===== config.mk =====
export PLATFORM = sky130hd
export DESIGN_NAME = cwm_wake_frame_config
export DESIGN_NICKNAME = d
export VERILOG_FILES = /design/src/cwm_pkg.sv /design/src/cwm_payload_match.sv /design/src/cwm_wake_frame_config.sv
export SDC_FILE = /design/constraint.sdc
export NUM_CORES = 1
export LEC_CHECK = 0
export ABC_AREA = 1
export BUFFER_PORTS_ARGS = -buffer_cell sky130_fd_sc_hd__buf_2
export CORE_ASPECT_RATIO = 0.9
export CORE_UTILIZATION = 55
export CTS_BUF_LIST = sky130_fd_sc_hd__clkbuf_4 sky130_fd_sc_hd__clkbuf_8 sky130_fd_sc_hd__clkbuf_16
export DETAILED_ROUTE_END_ITERATION = 8
export GPL_ROUTABILITY_DRIVEN = 1
export HOLD_SLACK_MARGIN = 0.06
export MAX_ROUTING_LAYER = met4
export PLACE_DENSITY = 0.82
export SLEW_MARGIN = 0
export SYNTH_ARGS = -nofsm -noshare
export SYNTH_HDL_FRONTEND = slang
export SYNTH_SLANG_ARGS = --single-unit

===== constraint.sdc =====
create_clock -name clock_in -period 13 [get_ports clock_in]
set_input_delay 2.6 -clock clock_in [delete_from_list [all_inputs] [get_ports clock_in]]
set_output_delay 2.6 -clock clock_in [all_outputs]
set_load 0.02 [all_outputs]

===== src/cwm_pkg.sv =====
// ==========================================================
// shared constants of the wake frame match configuration
package cwm_pkg;

  // ==========================================================
  // register addresses on the serial register port
  localparam logic [6:0] CWM_ADDR_DLC      = 7'h36;
  localparam logic [6:0] CWM_ADDR_BYTES_76 = 7'h37;
  localparam logic [6:0] CWM_ADDR_BYTES_54 = 7'h38;
  localparam logic [6:0] CWM_ADDR_BYTES_32 = 7'h39;
  localparam logic [6:0] CWM_ADDR_BYTES_10 = 7'h3A;
  localparam logic [6:0] CWM_ADDR_FD_CFG   = 7'h3B;

  // ==========================================================
  // field positions of the fd tolerance and length code registers
  localparam int CWM_FD_EN_BIT      = 0;
  localparam int CWM_FD_FILT_LSB    = 1;
  localparam int CWM_FD_FILT_MSB    = 3;
  localparam int CWM_FD_ERRDIS_BIT  = 5;
  localparam int CWM_DLC_MSB        = 3;

  // ==========================================================
  // values after power-on or soft reset
  localparam logic [15:0] CWM_RST_REG  = 16'h0000;
  localparam logic [3:0]  CWM_RST_DLC  = 4'h0;
  localparam logic [2:0]  CWM_RST_FILT = 3'h0;
  localparam logic [63:0] CWM_RST_DATA = 64'h0000_0000_0000_0000;

  // ==========================================================
  // length code limits
  localparam logic [3:0] CWM_MAX_BYTES = 4'h8;

  // ==========================================================
  // dominant filter times, ns, and cycle counts at 25 MHz
  localparam int CWM_CLK_PERIOD_NS = 40;
  localparam int CWM_FILT_STEP_NS  = 50;
  localparam int CWM_FILT_TOP_NS   = 775;
  localparam int CWM_FILT_CODE_TOP = 7;
  // least times round up to whole cycles
  localparam int CWM_FILT_TOP_CYC  =
    (CWM_FILT_TOP_NS + CWM_CLK_PERIOD_NS - 1) / CWM_CLK_PERIOD_NS;

  function automatic logic [4:0] cwm_filt_cycles(input logic [2:0] code);
    int ns;
    ns = (code == 3'(CWM_FILT_CODE_TOP)) ? CWM_FILT_TOP_NS
                                         : (int'(code) + 1) * CWM_FILT_STEP_NS;
    return 5'((ns + CWM_CLK_PERIOD_NS - 1) / CWM_CLK_PERIOD_NS);
  endfunction

endpackage


===== src/cwm_payload_match.sv =====
`timescale 1ns/1ps
// ==========================================================
// payload and length code comparison against the configuration
module cwm_payload_match
  import cwm_pkg::*;
(
  input  wire logic [3:0]  cfg_dlc_in,
  input  wire logic [63:0] cfg_data_in,
  input  wire logic [3:0]  frame_dlc_in,
  input  wire logic [63:0] frame_data_in,
  output logic      [3:0]  byte_count_out,
  output logic             match_out
);

  logic [7:0] byte_ok;

  // codes 8..15 all mean eight bytes
  assign byte_count_out = (cfg_dlc_in >= CWM_MAX_BYTES) ? CWM_MAX_BYTES : cfg_dlc_in;

  // bytes beyond the count are ignored
  generate
    for (genvar k = 0; k < 8; k++) begin : g_byte
      assign byte_ok[k] = (4'(k) >= byte_count_out) ||
                          (cfg_data_in[8*k +: 8] == frame_data_in[8*k +: 8]);
    end
  endgenerate

  // code must agree bit by bit, not only by byte count
  assign match_out = (cfg_dlc_in == frame_dlc_in) && (&byte_ok);

endmodule


===== src/cwm_wake_frame_config.sv =====
`timescale 1ns/1ps
// ==========================================================
// Overview of operation
// - power-on or soft reset clears length code, payload and fd registers
// - restart keeps length code field; upper bits always zero
// - restart leaves payload byte registers untouched
// - restart leaves fd bits 5 and 3:0; bits 15:6, 4 zero
// - length codes zero to seven mean that many data bytes
// - length codes eight to fifteen mean eight data bytes
// - wake frame accepted only when its length code matches all four bits
// - payload held as byte pairs, 0x37 bytes 7/6 down to 0x3A bytes 1/0
// - fd register bit 0 enables fd tolerant mode
// - bits 3:1 pick filter time, 50 ns steps to 350, top 775 ns
// - bit 5 suppresses wake error counter, only with fd tolerant mode on
// - silence timeout clears the error counter disable bit
// - fd register reserved bits always read zero
module cwm_wake_frame_config
  import cwm_pkg::*;
(
  input  wire logic        clock_in,
  input  wire logic        rst_n_in,
  input  wire logic        soft_reset_in,
  input  wire logic        restart_in,
  input  wire logic [6:0]  reg_addr_in,
  input  wire logic [15:0] reg_wdata_in,
  input  wire logic        reg_wr_in,
  input  wire logic        reg_rd_in,
  output logic      [15:0] reg_rdata_out,
  input  wire logic        silence_expired_in,
  input  wire logic        frame_check_in,
  input  wire logic [3:0]  frame_dlc_in,
  input  wire logic [63:0] frame_data_in,
  output logic             wake_match_out,
  output logic             match_valid_out,
  output logic      [3:0]  cfg_dlc_out,
  output logic      [3:0]  payload_byte_count_out,
  output logic      [63:0] payload_bytes_out,
  output logic             fd_tolerant_enable_out,
  output logic      [2:0]  fd_dominant_filter_time_out,
  output logic      [4:0]  fd_dominant_filter_time_cycles_out,
  output logic             wake_error_counter_disable_out,
  output logic             wake_error_counter_active_out
);

  // ==========================================================
  // configuration storage
  logic [3:0]  dlc;
  logic [63:0] payload;
  logic        fd_en;
  logic [2:0]  fd_filt;
  logic        err_dis;
  logic        clear_all;
  logic        wr_dlc;
  logic        wr_fd;
  logic [3:0]  next_count;
  logic        next_match;

  // soft reset acts like power-on; restart deliberately touches nothing
  assign clear_all = !rst_n_in || soft_reset_in;
  assign wr_dlc    = reg_wr_in && (reg_addr_in == CWM_ADDR_DLC);
  assign wr_fd     = reg_wr_in && (reg_addr_in == CWM_ADDR_FD_CFG);

  // length code, upper bits are not stored at all
  always_ff @(posedge clock_in) begin
    if (clear_all) begin
      dlc <= CWM_RST_DLC;
    end else if (wr_dlc) begin
      dlc <= reg_wdata_in[CWM_DLC_MSB:0];
    end
  end

  // payload pairs: lower address holds the higher bytes
  generate
    for (genvar p = 0; p < 4; p++) begin : g_pair
      localparam logic [6:0] PAIR_ADDR = CWM_ADDR_BYTES_10 - 7'(p);
      always_ff @(posedge clock_in) begin
        if (clear_all) begin
          payload[16*p +: 16] <= CWM_RST_DATA[16*p +: 16];
        end else if (reg_wr_in && (reg_addr_in == PAIR_ADDR)) begin
          payload[16*p +: 16] <= reg_wdata_in;
        end
      end
    end
  endgenerate

  // fd enable and filter code, written together
  always_ff @(posedge clock_in) begin
    if (clear_all) begin
      fd_en   <= 1'b0;
      fd_filt <= CWM_RST_FILT;
    end else if (wr_fd) begin
      fd_en   <= reg_wdata_in[CWM_FD_EN_BIT];
      fd_filt <= reg_wdata_in[CWM_FD_FILT_MSB:CWM_FD_FILT_LSB];
    end
  end

  // hardware clear at silence timeout wins over a same-cycle write,
  // so a stale disable never survives into the next wake attempt
  always_ff @(posedge clock_in) begin
    if (clear_all) begin
      err_dis <= 1'b0;
    end else if (silence_expired_in) begin
      err_dis <= 1'b0;
    end else if (wr_fd) begin
      err_dis <= reg_wdata_in[CWM_FD_ERRDIS_BIT];
    end
  end

  // ==========================================================
  // register read port, one cycle latency, unmapped reads zero
  always_ff @(posedge clock_in) begin
    if (clear_all) begin
      reg_rdata_out <= CWM_RST_REG;
    end else if (reg_rd_in) begin
      unique case (reg_addr_in)
        CWM_ADDR_DLC:      reg_rdata_out <= {12'h000, dlc};
        CWM_ADDR_BYTES_76: reg_rdata_out <= payload[63:48];
        CWM_ADDR_BYTES_54: reg_rdata_out <= payload[47:32];
        CWM_ADDR_BYTES_32: reg_rdata_out <= payload[31:16];
        CWM_ADDR_BYTES_10: reg_rdata_out <= payload[15:0];
        CWM_ADDR_FD_CFG:   reg_rdata_out <= {10'h000, err_dis, 1'b0, fd_filt, fd_en};
        default:           reg_rdata_out <= CWM_RST_REG;
      endcase
    end
  end

  // ==========================================================
  // frame comparison
  cwm_payload_match u_match (
    .cfg_dlc_in     (dlc),
    .cfg_data_in    (payload),
    .frame_dlc_in   (frame_dlc_in),
    .frame_data_in  (frame_data_in),
    .byte_count_out (next_count),
    .match_out      (next_match)
  );

  // verdict registered one cycle after the check strobe
  always_ff @(posedge clock_in) begin
    if (clear_all) begin
      wake_match_out  <= 1'b0;
      match_valid_out <= 1'b0;
    end else begin
      match_valid_out <= frame_check_in;
      wake_match_out  <= frame_check_in && next_match;
    end
  end

  // ==========================================================
  // settings toward the decoder, all from flip-flops
  assign cfg_dlc_out                    = dlc;
  assign payload_bytes_out              = payload;
  assign fd_tolerant_enable_out         = fd_en;
  assign fd_dominant_filter_time_out    = fd_filt;
  assign wake_error_counter_disable_out = err_dis;

  // derived settings, one cycle behind the register
  always_ff @(posedge clock_in) begin
    if (clear_all) begin
      payload_byte_count_out        <= CWM_RST_DLC;
      fd_dominant_filter_time_cycles_out          <= cwm_filt_cycles(CWM_RST_FILT);
      wake_error_counter_active_out <= 1'b1;
    end else begin
      payload_byte_count_out        <= next_count;
      fd_dominant_filter_time_cycles_out          <= cwm_filt_cycles(fd_filt);
      // disable only counts while fd tolerant mode is on
      wake_error_counter_active_out <= !(err_dis && fd_en);
    end
  end
endmodule


* Yosys cells after proc, flatten, opt, wreduce, memory -nomap -nowiden
Cells that the tools add are included.
** Cells by class
- $add $sub $neg :: 3
- Multipliers :: 1
- Divide/modulo/power cells :: 1
- Order comparisons :: 9
- Eq/ne operators :: 16
- Shift-type cells :: 0
- Muxes and demuxes :: 3
- Bitwise logic cells :: 0
- Reductions and logical operators :: 22
** Operator list (number)
- $pmux W16 S6 :: 1
- $eq A8 B8 Y1 :: 8
- $eq A7 B6 Y1 const B :: 6
- $div A32 B7 Y32 const B :: 1
- $ge A3 B4 Y1 const A :: 4
- $sub A11 B1 Y12 const B :: 1
- $add A10 B6 Y11 const B :: 1
- $mux W10 :: 1
- $logic_and A1 B1 Y1 :: 9
- $logic_or A1 B1 Y1 :: 9
- $mul A4 B5 Y9 const B :: 1
- $ge A1 B4 Y1 const A :: 2
- $ge A2 B4 Y1 const A :: 2
- $reduce_and A8 Y1 :: 1
- $add A3 B1 Y4 const B :: 1
- $eq A4 B4 Y1 :: 1
- $ge A4 B4 Y1 const B :: 1
- $mux W4 :: 1
- $eq A3 B3 Y1 const B :: 1
- $logic_not A1 Y1 :: 2
- $reduce_or A2 Y1 :: 1
** Storage, ports and cells
- Register bits after elaboration :: 101
- Latch bits :: 0
- RAM bits :: 0
- Memory bits (read-only) :: 0
- Word-level logic and storage cells :: 69
- Memories kept :: 0

* Depth between registers and ports, before layout
- Depth after elaboration :: 7
- Mapped depth :: 35
- Depth with buffers taken out :: 35

* Modules after synthesis
From an unflattened synthesis, not the netlist that was laid out.
** Second synthesis, totals
- Cells, all modules :: 900
- Area total of the unflattened synthesis :: 6044.5 sq um
** Modules (own cells, without submodules)
- cwm_wake_frame_config :: instances 1, cells each 698, area each 4971.0 sq um, sequential area each 2021.9 sq um
- cwm_payload_match :: instances 1, cells each 202, area each 1073.5 sq um, sequential area each 0.0 sq um

* Worst setup path before layout
OpenSTA, ideal clock, no wires.
- Path kind :: register -> register
- Start point :: register fd_filt[0], in the netlist fd_dominant_filter_time_out[0]
- End point :: register fd_dominant_filter_time_cycles_out[1]
- Library setup time :: 123 ps
- Arrival :: 4165 ps
- Data required time :: 12877 ps
- Setup slack :: 8712 ps
- Stages on the path, launching flop included :: 33
- Buffers on the path :: 0
- Clock period less this slack :: 4288 ps
- Cell sequence :: dfxtp_1 -> ha_1 -> ha_1 -> inv_1 -> ha_1 -> inv_1 -> ha_1 -> ha_1 -> inv_1 -> nand2_2 -> nand2_2 -> nor2_4 -> nor2_2 -> nand2_2 -> nand2_4 -> inv_2 -> nand2_1 -> ha_1 -> o211ai_2 -> nand2_1 -> inv_2 -> nand4_2 -> nand2_4 -> nand2_1 -> nand2_1 -> nand3_1 -> nand2_4 -> nand2_4 -> nand2_4 -> nand3b_4 -> nand2_1 -> a21oi_1 -> nand3_1
** Between the ends
- Word-level cells in the longest chain between the ends :: 6
- Elaborated cells between the ends (all ways) :: 7
- Classes of those cells :: add/sub: 3; mul: 1; div: 1; eq/ne: 1; mux: 1
** RTL lines
- start, declared :: line cwm_wake_frame_config.sv:50 : logic [2:0] fd_filt;
- start signal, assigned :: line cwm_wake_frame_config.sv:93 : fd_filt <= reg_wdata_in[CWM_FD_FILT_MSB:CWM_FD_FILT_LSB];
- $add A3 B1 Y4 :: line cwm_pkg.sv:46 : : (int'(code) + 1) * CWM_FILT_STEP_NS;
- $mul A4 B5 Y9 :: line cwm_pkg.sv:46
- $mux W10 (*) :: line cwm_pkg.sv:45 : ns = (code == 3'(CWM_FILT_CODE_TOP)) ? CWM_FILT_TOP_NS
- $add A10 B6 Y11 (*) :: line cwm_pkg.sv:47 : return 5'((ns + CWM_CLK_PERIOD_NS - 1) / CWM_CLK_PERIOD_NS);
- $sub A11 B1 Y12 (*) :: line cwm_pkg.sv:47
- $div A32 B7 Y32 (*) :: line cwm_pkg.sv:47
- end signal, assigned :: line cwm_wake_frame_config.sv:161 : fd_dominant_filter_time_cycles_out <= cwm_filt_cycles(CWM_RST_FILT);
- end signal, assigned :: line cwm_wake_frame_config.sv:165 : fd_dominant_filter_time_cycles_out <= cwm_filt_cycles(fd_filt);
- end, declared :: line cwm_wake_frame_config.sv:40 : output logic [4:0] fd_dominant_filter_time_cycles_out,
Every way passes the cells marked *; elsewhere a longest branch is shown, timed or not.
A chain may end at the register's enable or synchronous reset.

* Worst setup path after layout
- Start point :: register fd_filt[1], in the netlist fd_dominant_filter_time_out[1]
- End point :: register fd_dominant_filter_time_cycles_out[1]
Same word-level chain as after synthesis.

==> metrics.yaml <==
sta:
  slew_violations: 0
  rsz0062_at_grt: "false"
  worstMarginPinSlew_ps: 895.5
  final_hold_viol_count: 0
  setup-violations-final: 0
  fin_setup_tns_ps: 0
  finClkSkew_ps: 13.94
  period_needed_ps: 4690
  relSlewSlack_pct: 39.46
  fmax_mhz: 213.2
  final.period_utilization_pct: 36.08
  setup_slack_ps: 8310
setup_path:
  cp.arrival_ps: 4910
  rr_worst_depth: 32
  worstPathRequired_ps: 13220
  crit_top_cell: "nand2_1"
  critPathMaxStageDelay_ps: 410
  critPathTopFamily: "simple AND/OR/NAND/NOR gates"
  cp.depth: 32
  crit_buf_inv: 4
  start_kind: "flip-flop"
  critPathMaxFanout: 7
  crit_path_end_kind: "flip-flop"
  cp_slowest_cell: "dfxtp_1"
  critPathKind: "reg2reg"
clocking:
  htreeDepth: 3
  post-cts-setup-buffers: 0
  insertion_delay_ps: 350
  clock-sinks: 101
  postCtsHoldBufs: 0
  cts.clk_slew.worst_paths_ps: 70
  cts_tree: "yes"
  cts_buffers: 9
  clock_tree.root_cell: "clkbuf_16"
  post_cts_resized: 0
  cts_buffer_depth: 2
cells_and_area:
  final_util_pct: 70.85
  drive_gt1_share_pct: 29.04
  fin_nets: 1133
  final_area_mm2: 0.007385
  syn2layout_area_growth_pct: 23.55
  antenna-diode-count: 0
  fillers: 896
placed_design:
  dpl.hpwl_um: 14470
  io_buffer_count: 198
  gp_congestion: 0.9331
  dpl_cell_area_mm2: 0.007072
  pre_cts_slack_ps: 8238
floorplanning:
  die_h_um: 100.9
  dieArea_mm2: 0.01129
  rows: 35
  start_util_pct: 57.35
  die_w_um: 111.9
  io-pin-count: 200
  coreArea_mm2: 0.01042
drt:
  vias: 6524
  final_antenna_net_count: 0
  wire_per_inst_um: 16.36
  drc: 10
  wl_um: 18900
  vias_per_cell: 5.648
  drt_iter0_markers: 643
  first_pass_iters: 8
global_routing:
  grt_pass1_wl_um: 29120
  track_usage_pct: 34.33
  grt_pass1_vias: 5635
  grt_max_degree: 59
  grt.overflow.total: 0
  antenna_found_initial: 0
yosys:
  syn_area_mm2: 0.005977
  synth_fa_ha_area_share_pct: 2.721
  yosysSeqAreaShare_pct: 33.83
  synthArstFlopShare_pct: 0
  avgSynthCellArea_um2: 7.141
  synthMuxAreaShare_pct: 0
  synth_xor_xnor_area_share_pct: 7.034
  yosys-top-cells-count: "nand2_1 (166), dfxtp_1 (101), inv_1 (97), a21oi_1 (93), o21ai_0 (63)"
  synth_cell_types: 49
  yosys_warnings: 0
  ys.flop_type: "dfxtp_1"
  synth_top_family_by_area: "simple AND/OR/NAND/NOR gates"
  synth_edf_count: 0
  synth_compound_gate_area_share_pct: 18.48
  synth_area_leader_cell: "dfxtp_1"
  synth_top_area_share_pct: 33.83
  syn-num-nets: 949
  syn_inst: 837
  synth.most_common_cell: "nand2_1"
  synth-seq-cells: 101
  synth-simple-area-share_pct: 29.06
  synth.area.top_cells: "dfxtp_1 (34%), nand2_1 (10%), a21oi_1 (7.8%)"
power:
  netSwitchingPower_w: 0.0001611
  clock_power_share_pct: 43.4
  finalPower_w: 0.0006479
  leakage_nw: 3.366
  internal_power_w: 0.0004868
  power.density_mw_per_mm2: 87.74
  p_seq_share_pct: 48.0
  netSwitchingFraction_pct: 24.87
  peakVddDrop_v: 0.00006163
  pwr-share-comb_pct: 8.6
min_path:
  min_path_cells: 1
  hp-class: "reg2reg"
status:
  status: "finished, violations left"
  failed_checks: "design-rule violations"
flow_run:
  drv_cap: 0
-- per-layer routing --
metal	global-route usage, %	share of wire (%)	wire (um)	vias to the layer above
li1	-	-	-	3154
met5	-	0	0	-
met2	51.70	44	8253	375
met3	7.998	11	2166	38
met4	8.732	2.1	395	0
met1	46.29	43	8084	2957
-- kinds of logic (layout without fill, tap and decap cells) --
logic type,after synthesis,in the layout
compound gates,195,195
xor+xnor,48,48
fa+ha+maj,13,13
buf+inv,139,328
flops,101,101
other cells,1,1
simple gates,340,340
-- registers in the layout, indices dropped and copies added, names as in the netlist --
signal                              cells
reg_rdata_out                          16
fd_dominant_filter_time_cycles_out      5
payload_byte_count_out                  4
wake_match_out                          1
fd_dominant_filter_time_out             3
cfg_dlc_out                             4
fd_tolerant_enable_out                  1
wake_error_counter_active_out           1
payload_bytes_out                      64
wake_error_counter_disable_out          1
match_valid_out                         1
-- power by group through the flow --
stage	clock network, W	registers (W)	logic (W)
after CTS	0.000281	0.000311	0.0000548
after detailed placement	0	0.000318	0.0000545
after global routing	0.000294	0.000311	0.0000611
after global placement	0	0.000318	0.0000535
after floorplan	0	0.000319	0.0000260
final	0.000281	0.000311	0.0000559
-- worst reg2reg max path, delay by kind of cell (launching register included) --
kind	cells	cell delay, ps
buffers and inverters	4	270
flip-flops	1	410
AO/OA/AOI/OAI	1	270
AND/OR/NAND/NOR	22	2180
adder cells (fa/ha/maj)	5	1430
-- final cells by class --
cell class	count	area [um^2]	area share, %
Sequential cell	101	2022	27.38
Clock buffer	9	225.2	3.050
Tap cell	129	161.4	2.186
Clock inverter	7	87.58	1.186
Multi-Input combinational cell	597	3442	46.61
Timing Repair Buffer	204	1036	14.03
Inverter	108	410.4	5.557
-- per-stage QoR --
stage / hold WS (ps) / std cells
final: 428.0 / 1155
after global routing: 451.3 / 1155
after global placement: 408.0 / 1139
after detailed placement: 414.5 / 1139
after CTS: 432.3 / 1155
after floorplan: 492.5 / 837
-- worst paths after layout --
check | startpoint | endpoint | slack (ps)
max | fd_dominant_filter_time_out[1] | fd_dominant_filter_time_cycles_out[1] | 8310
min | fd_tolerant_enable_out | wake_error_counter_active_out | 430
max reg2reg | fd_dominant_filter_time_out[1] | fd_dominant_filter_time_cycles_out[1] | 8310
min reg2reg | fd_tolerant_enable_out | wake_error_counter_active_out | 430
-- cells in the final DEF, fill, tap and decap left out, types with 5 or more instances in the layout --
cell / netlist / final
a21oi_1: 93 / 93
buf_2: 0 / 198
buf_4: 0 / 6
clkbuf_16: 0 / 9
dfxtp_1: 101 / 101
ha_1: 13 / 13
inv_1: 97 / 97
inv_2: 8 / 8
nand2_1: 166 / 166
nand2_2: 20 / 20
nand2_4: 6 / 6
nand3_1: 49 / 49
nand3_2: 5 / 5
nand4_1: 18 / 18
nor2_1: 29 / 28
nor2_2: 5 / 6
nor3_1: 6 / 5
nor4_1: 7 / 6
o2111ai_1: 8 / 8
o21ai_0: 63 / 63
o22ai_1: 7 / 7
or2_2: 13 / 13
xnor2_1: 27 / 27
xor2_1: 21 / 21
Note: power is estimated with default switching activity, not from simulation.
